===== config.mk =====
export PLATFORM = sky130hd
export DESIGN_NAME = pme_entry_ctrl
export DESIGN_NICKNAME = d
export VERILOG_FILES = /design/src/rtl/pme_pkg.sv /design/src/rtl/pme_entry_ctrl.sv
export SDC_FILE = /design/constraint.sdc
export NUM_CORES = 1
export LEC_CHECK = 0
export ABC_AREA = 1
export BUFFER_PORTS_ARGS = -buffer_cell sky130_fd_sc_hd__buf_2
export CORE_UTILIZATION = 43
export DETAILED_ROUTE_END_ITERATION = 10
export PLACE_DENSITY = 0.72
export SYNTH_ARGS = -nofsm -noshare
export SYNTH_HDL_FRONTEND = slang
export SYNTH_SLANG_ARGS = --single-unit

===== constraint.sdc =====
create_clock -name mclk_in -period 1 [get_ports mclk_in]
set_clock_uncertainty 0.2 [all_clocks]
set_input_delay 0.1 -clock mclk_in [delete_from_list [all_inputs] [get_ports mclk_in]]
set_output_delay 0.1 -clock mclk_in [all_outputs]
set_load 0.02 [all_outputs]

===== src/rtl/pme_pkg.sv =====
package pme_pkg;

    // ----------------------------------------
    // Configuration word layout
    // ----------------------------------------
    localparam int CFG4L_LVP_BIT = 2;
    localparam logic CFG_LVP_RESET = 1'b1;
    localparam int PORTB_ENTRY_BIT = 5;

    // ----------------------------------------
    // Mode and erase encodings
    // ----------------------------------------
    typedef enum logic [1:0] {
        PME_RUN = 2'b00,
        PME_PROG_LV = 2'b01,
        PME_PROG_HV = 2'b10
    } pme_mode_t;

    typedef enum logic [1:0] {
        PME_ERASE_NONE = 2'b00,
        PME_ERASE_BLOCK = 2'b01,
        PME_ERASE_ROW = 2'b10
    } pme_erase_t;

    typedef struct packed {
        logic master_clear_hv;
        logic master_clear_ok;
        logic prog_entry;
    } pme_pins_t;

    typedef struct packed {
        logic valid;
        pme_erase_t kind;
        logic protect;
    } pme_erase_req_t;

endpackage


===== src/rtl/pme_entry_ctrl.sv =====
`timescale 1ns/10ps
module pme_entry_ctrl (
    input wire logic mclk_in,
    input wire logic rstn_in,
    input wire pme_pkg::pme_pins_t pins_in,
    input wire logic portb5_gpio_out_in,
    input wire logic portb5_gpio_oe_in,
    input wire logic cfg_wr_in,
    input wire logic cfg_lvp_wdata_in,
    input wire pme_pkg::pme_erase_req_t erase_req_in,
    output logic low_voltage_prog_enable_out,
    output pme_pkg::pme_mode_t mode_out,
    output logic prog_mode_out,
    output logic portb_bit5_pin_out,
    output logic portb_bit5_pin_oe_out,
    output logic portb_bit5_gpio_in_out,
    output logic erase_block_out,
    output logic erase_row_out,
    output logic erase_reject_out
);

    // ----------------------------------------
    // Pin synchronisers
    // ----------------------------------------
    pme_pkg::pme_pins_t pins_s1_r;
    pme_pkg::pme_pins_t pins_s2_r;
    logic lvp_r;
    pme_pkg::pme_mode_t mode_r;
    pme_pkg::pme_mode_t mode_nxt;

    function automatic logic pme_is_prog(input pme_pkg::pme_mode_t m);
        return m != pme_pkg::PME_RUN;
    endfunction

    always_ff @(posedge mclk_in) begin
        if (!rstn_in) begin
            pins_s1_r <= '0;
            pins_s2_r <= '0;
        end else begin
            pins_s1_r <= pins_in;
            pins_s2_r <= pins_s1_r;
        end
    end

    // ----------------------------------------
    // Mode selection
    // ----------------------------------------
    // High voltage outranks single-supply entry; leaving happens on removal
    always_comb begin
        if (pins_s2_r.master_clear_hv) begin
            mode_nxt = pme_pkg::PME_PROG_HV;
        end else if (lvp_r && pins_s2_r.master_clear_ok && pins_s2_r.prog_entry) begin
            mode_nxt = pme_pkg::PME_PROG_LV;
        end else begin
            mode_nxt = pme_pkg::PME_RUN;
        end
    end

    always_ff @(posedge mclk_in) begin
        if (!rstn_in) begin
            mode_r <= pme_pkg::PME_RUN;
        end else begin
            case (mode_nxt)
                pme_pkg::PME_PROG_HV: mode_r <= pme_pkg::PME_PROG_HV;
                pme_pkg::PME_PROG_LV: mode_r <= pme_pkg::PME_PROG_LV;
                default: mode_r <= pme_pkg::PME_RUN;
            endcase
        end
    end

    // ----------------------------------------
    // Configuration bit
    // ----------------------------------------
    // Reset restores erased default; nonvolatile storage is outside this block
    always_ff @(posedge mclk_in) begin
        if (!rstn_in) begin
            lvp_r <= pme_pkg::CFG_LVP_RESET;
        end else if (cfg_wr_in && mode_r == pme_pkg::PME_PROG_HV) begin
            lvp_r <= cfg_lvp_wdata_in;
        end
    end

    // ----------------------------------------
    // Outputs and pin sharing
    // ----------------------------------------
    always_ff @(posedge mclk_in) begin
        if (!rstn_in) begin
            low_voltage_prog_enable_out <= pme_pkg::CFG_LVP_RESET;
            mode_out <= pme_pkg::PME_RUN;
            prog_mode_out <= 1'b0;
            portb_bit5_pin_out <= 1'b0;
            portb_bit5_pin_oe_out <= 1'b0;
            portb_bit5_gpio_in_out <= 1'b0;
        end else begin
            low_voltage_prog_enable_out <= lvp_r;
            mode_out <= mode_r;
            prog_mode_out <= pme_is_prog(mode_r);
            if (lvp_r) begin
                portb_bit5_pin_out <= 1'b0;
                portb_bit5_pin_oe_out <= 1'b0;
                portb_bit5_gpio_in_out <= 1'b0;
            end else begin
                portb_bit5_pin_out <= portb5_gpio_out_in;
                portb_bit5_pin_oe_out <= portb5_gpio_oe_in;
                portb_bit5_gpio_in_out <= pins_s2_r.prog_entry;
            end
        end
    end

    // ----------------------------------------
    // Erase arbitration
    // ----------------------------------------
    // One-cycle grants; row erase on protected memory is refused
    always_ff @(posedge mclk_in) begin
        if (!rstn_in) begin
            erase_block_out <= 1'b0;
            erase_row_out <= 1'b0;
            erase_reject_out <= 1'b0;
        end else begin
            erase_block_out <= 1'b0;
            erase_row_out <= 1'b0;
            erase_reject_out <= 1'b0;
            if (erase_req_in.valid && pme_is_prog(mode_r)) begin
                case (erase_req_in.kind)
                    pme_pkg::PME_ERASE_BLOCK: erase_block_out <= 1'b1;
                    pme_pkg::PME_ERASE_ROW: begin
                        erase_row_out <= !erase_req_in.protect;
                        erase_reject_out <= erase_req_in.protect;
                    end
                    default: erase_reject_out <= 1'b1;
                endcase
            end
        end
    end

endmodule


Word-level counts from Yosys, hierarchy flattened --
Index checks and enable logic that the tools add are counted.
Operators by class: muxes and demuxes 5, reductions and logical operators 9, eq/ne operators 5, bitwise gates (word level) 1
Operator list (number):
- $eq 2x2->1 const B | 3
- $eq 2x1->1 const B | 2
- $logic_and 1x1->1 | 4
- $pmux 2 s2 | 1
- $reduce_and 3->1 | 1
- $mux 1 | 2
- $mux 2 | 1
- $pmux 1 s2 | 1
- $reduce_and 2->1 | 1
- $reduce_bool 2->1 | 1
- $reduce_or 2->1 | 1
- $logic_not 1->1 | 1
- $not 1->1 | 1
Word-level totals: register bits after elaboration 19, output and inout port bits 10, bits of input ports 13, logic and storage cells 37

Logic depth before layout (Yosys ltp) --
depth in word-level cells 6, depth in mapped cells 4, depth with buffers taken out 4

Worst setup path before layout --
No wires, ideal clock.
path kind reg2reg, start register mode_r[1], end register erase_reject_out, buffers on the path 0, stages on the path, launching flop included 5, path slack 142 ps, arrival time 594 ps, cells stage by stage dfxtp_1 > nand2_1 > nand2_2 > nand2_2 > nor2_1
Between the ends: word-level cells in the longest chain between the ends 3
Ends and longest elaborated chain:
- start: declaration | line pme_entry_ctrl.sv:28 | pme_pkg::pme_mode_t mode_r;
- start signal: assignment | line pme_entry_ctrl.sv:61 | mode_r <= pme_pkg::PME_RUN;
- start signal: assignment | line pme_entry_ctrl.sv:64 | pme_pkg::PME_PROG_HV: mode_r <= pme_pkg::PME_PROG_HV;
- start signal: assignment | line pme_entry_ctrl.sv:65 | pme_pkg::PME_PROG_LV: mode_r <= pme_pkg::PME_PROG_LV;
- $reduce_bool 2->1 | line pme_entry_ctrl.sv:32 | return m != pme_pkg::PME_RUN;
- $logic_and 1x1->1 | line pme_entry_ctrl.sv:123 | if (erase_req_in.valid && pme_is_prog(mode_r)) begin
- $reduce_and 2->1 (no source line)
- end signal: assignment | line pme_entry_ctrl.sv:128 | erase_reject_out <= erase_req_in.protect;
- end: declaration | line pme_entry_ctrl.sv:19 | output logic erase_reject_out
No other way between the ends. A chain may end at the register's enable or synchronous reset.

Worst setup path after layout --
start input erase_req_in[1] in the netlist's numbering, end register erase_reject_out
Between the ends: word-level cells in the longest chain between the ends 2, elaborated cells between the ends (all ways) 3, those cells by class eq/ne: 2; mux: 1
Ends and longest elaborated chain:
- start: declaration | line pme_entry_ctrl.sv:10 | input wire pme_pkg::pme_erase_req_t erase_req_in,
- $eq 2x2->1 / $eq 2x1->1 (equally long branches) | line pme_entry_ctrl.sv:124 | case (erase_req_in.kind)
- $pmux 1 s2 (*) | line pme_entry_ctrl.sv:124
Mark *: on every way between the ends. The rest lies on a longest branch, timed or not.

==> flow_summary.json <==
{
  "reg2regPathDepth": 4,
  "crit_required_ns": 0.99,
  "drive_gt1_share_pct": 43.4,
  "r2r_slack_ns": 0.09,
  "first_pass_iters": 3,
  "antenna_cells": 0,
  "mostFrequentLayoutCells": "inv_1 (16), nand2_1 (13), buf_2 (12), dfxtp_2 (11), buf_6 (10)",
  "clk_path_buf_depth": 2,
  "grt_max_degree": 12,
  "routedWlPerCell_um": 9.35,
  "leakagePower_nw": 0.493,
  "final_common_cell": "inv_1",
  "fin_crit_ns": 1.04,
  "routabilityCongestion": 0.637,
  "period_share_pct": 104,
  "slowest_stage": "dlygate4sd3_1",
  "cts_sinks": 19,
  "synth-seq-cells": 19,
  "max-vdd-ir-drop_v": 0.00116,
  "synthMuxAreaShare_pct": 0,
  "totalWireLength_um": 1060,
  "drc_errors": 0,
  "antenna_left": 0,
  "cp_max_fo": 2,
  "routed-wl-met3_um": 63,
  "avgSynthCellArea_sq_um": 8.99,
  "power_density_nw_per_um2": 1380,
  "drv_cap": 0,
  "die_height_um": 38.6,
  "grt_pass1_vias": 396,
  "cts_tree": "yes",
  "synth_top_family_by_area": "simple AND/OR/NAND/NOR gates",
  "fmaxAchievable_ghz": 0.957,
  "htreeDepth": 1,
  "dieWidth_um": 38.6,
  "syn-num-nets": 77,
  "place_ws_ns": 0.0732,
  "hold_violations": 9,
  "synth-compound-area-share_pct": 0,
  "vias": 461,
  "cp-start-kind": "input pin",
  "hold_ws_ns": -0.125,
  "cp_num_cells": 5,
  "portBuffers": 22,
  "tightest_slew_ns": 0.133,
  "core_sq_um": 1170,
  "ys_seq_area_share_pct": 66.1,
  "nNetsFinal": 113,
  "cpPeakStageDelay_ns": 0.56,
  "post_cts.repair.setup_buffers": 0,
  "crit_family": "buffers and inverters",
  "synth_area_sq_um": 576,
  "synthSimpleGateAreaFrac_pct": 22.2,
  "synthXorXnorAreaFrac_pct": 0,
  "final_max_slew_viol_count": 0,
  "topRoutingLayerUsed": "met4",
  "final.setup.worst_slack_ns": -0.0446,
  "grt_antenna_before_repair": 0,
  "syn_inst": 64,
  "dp_cells": 100,
  "dieArea_sq_um": 1490,
  "track_usage_pct": 15.6,
  "crit_type": "in2reg",
  "violations": "negative hold slack, negative setup slack",
  "totalPowerFinal_w": 0.00125,
  "setup_violations": 12,
  "finalSetupTns_ns": -0.373,
  "pin_count": 23,
  "gr-total-overflow": 0,
  "cts_made_buffers": 3,
  "status": "finished, violations left",
  "grt_pass1_wl_um": 1490,
  "dp_hpwl_um": 613,
  "area_growth_pct": 56.3,
  "cts_root_buffer": "clkbuf_4",
  "clk_pin_slew_ns": 0.10,
  "crit_buf_inv": 2,
  "instances_no_fill": 113,
  "drtIter0Drc": 6,
  "wl_met1_um": 463,
  "synth-adder-area-share_pct": 0,
  "rows": 12,
  "clock_latency_ns": 0.28,
  "initial_utilization_pct": 49.1,
  "worstPathArrival_ns": 1.03,
  "hp-class": "in2reg",
  "end_kind": "register",
  "synth.distinct_cells": 10,
  "yosysWarnings": 0,
  "rsz0062_at_grt": "true",
  "worstPathCellList": "buf_2 -> dlygate4sd3_1 -> nand3b_1 -> nand2_1 -> nor2_1",
  "met2_length_um": 516,
  "maxSlewHeadroom_pct": 91.1,
  "via_per_inst": 4.08,
  "hold_path_depth": 2
}
-- worst reg2reg max path: cells and delay by family, from the launching register on --
| family | cells | cell delay (ns) |
|---|---|---|
| flops | 1 | 0.36 |
| simple gates | 4 | 0.29 |
-- metal layers --
metal	up-vias	GRT usage (%)
li1	252	-
met1	192	15.4
met2	15	29.2
met3	2	4.05
met4	0	7.76
met5	-	0
-- cells by family after synthesis --
family	count (synthesis)
AND/OR/NAND/NOR	28
buffers and inverters	17
flip-flops	19
-- power by group --
part           leakage [nW]  switching (W)  internal [W]
Combinational         0.316      0.0000396     0.0000584
Sequential            0.159     0.00000678      0.000774
Clock                0.0177       0.000219      0.000148
Total                 0.493       0.000265      0.000980
-- sequential cells by signal, summed over array words and instances (netlist names) --
signal / flops
erase_reject_out: 1
pins_s1_r: 3
portb_bit5_pin_oe_out: 1
mode_out: 2
prog_mode_out: 1
mode_r: 2
lvp_r: 1
portb_bit5_pin_out: 1
portb_bit5_gpio_in_out: 1
erase_row_out: 1
erase_block_out: 1
low_voltage_prog_enable_out: 1
pins_s2_r: 3
-- per-stage QoR --
stage,utilization [%],area (sq um)
floorplan,-,576
finish,76.8,900
global route,76.8,900
global placement,60.0,703
CTS,76.5,896
detailed placement,60.0,703
-- cell type report --
class,instances,area (sq um)
flip-flops and latches,19,394
well taps,14,17.5
fillers,82,272
inverters,16,60.1
clock inverters,1,5.00
repair buffers,32,270
multi-input cells,28,130
clock buffers,3,22.5
-- path summary, 6_finish.rpt --
check / from / end
hold reg to reg: pins_s1_r[0]$_SDFF_PN0_ / pins_s2_r[0]$_SDFF_PN0_
hold / removal: rstn_in / lvp_r$_SDFFE_PN1P_
setup reg to reg: mode_r[1]$_SDFF_PN0_ / erase_reject_out$_SDFF_PN0_
setup / recovery: erase_req_in[1] / erase_reject_out$_SDFF_PN0_
-- repair_timing --
item                                   4_1_cts  5_1_grt
gates resized for setup                     30        2
endpoints found under the hold margin       15       12
setup endpoints to repair                   10       13
hold buffers                                 9        1
pin swaps                                    0        1
-- cells in the mapped netlist, drive strengths merged --
cell type / number / share of area (%)
nor2: 6 / 3.9
nand3: 2 / 1.7
nor3: 1 / 1.7
nand4: 1 / 1.1
nand3b: 1 / 1.3
dfxtp: 19 / 66
buf: 1 / 1.3
inv: 16 / 10
nand2: 17 / 12
(Power assumes the default switching activity.)
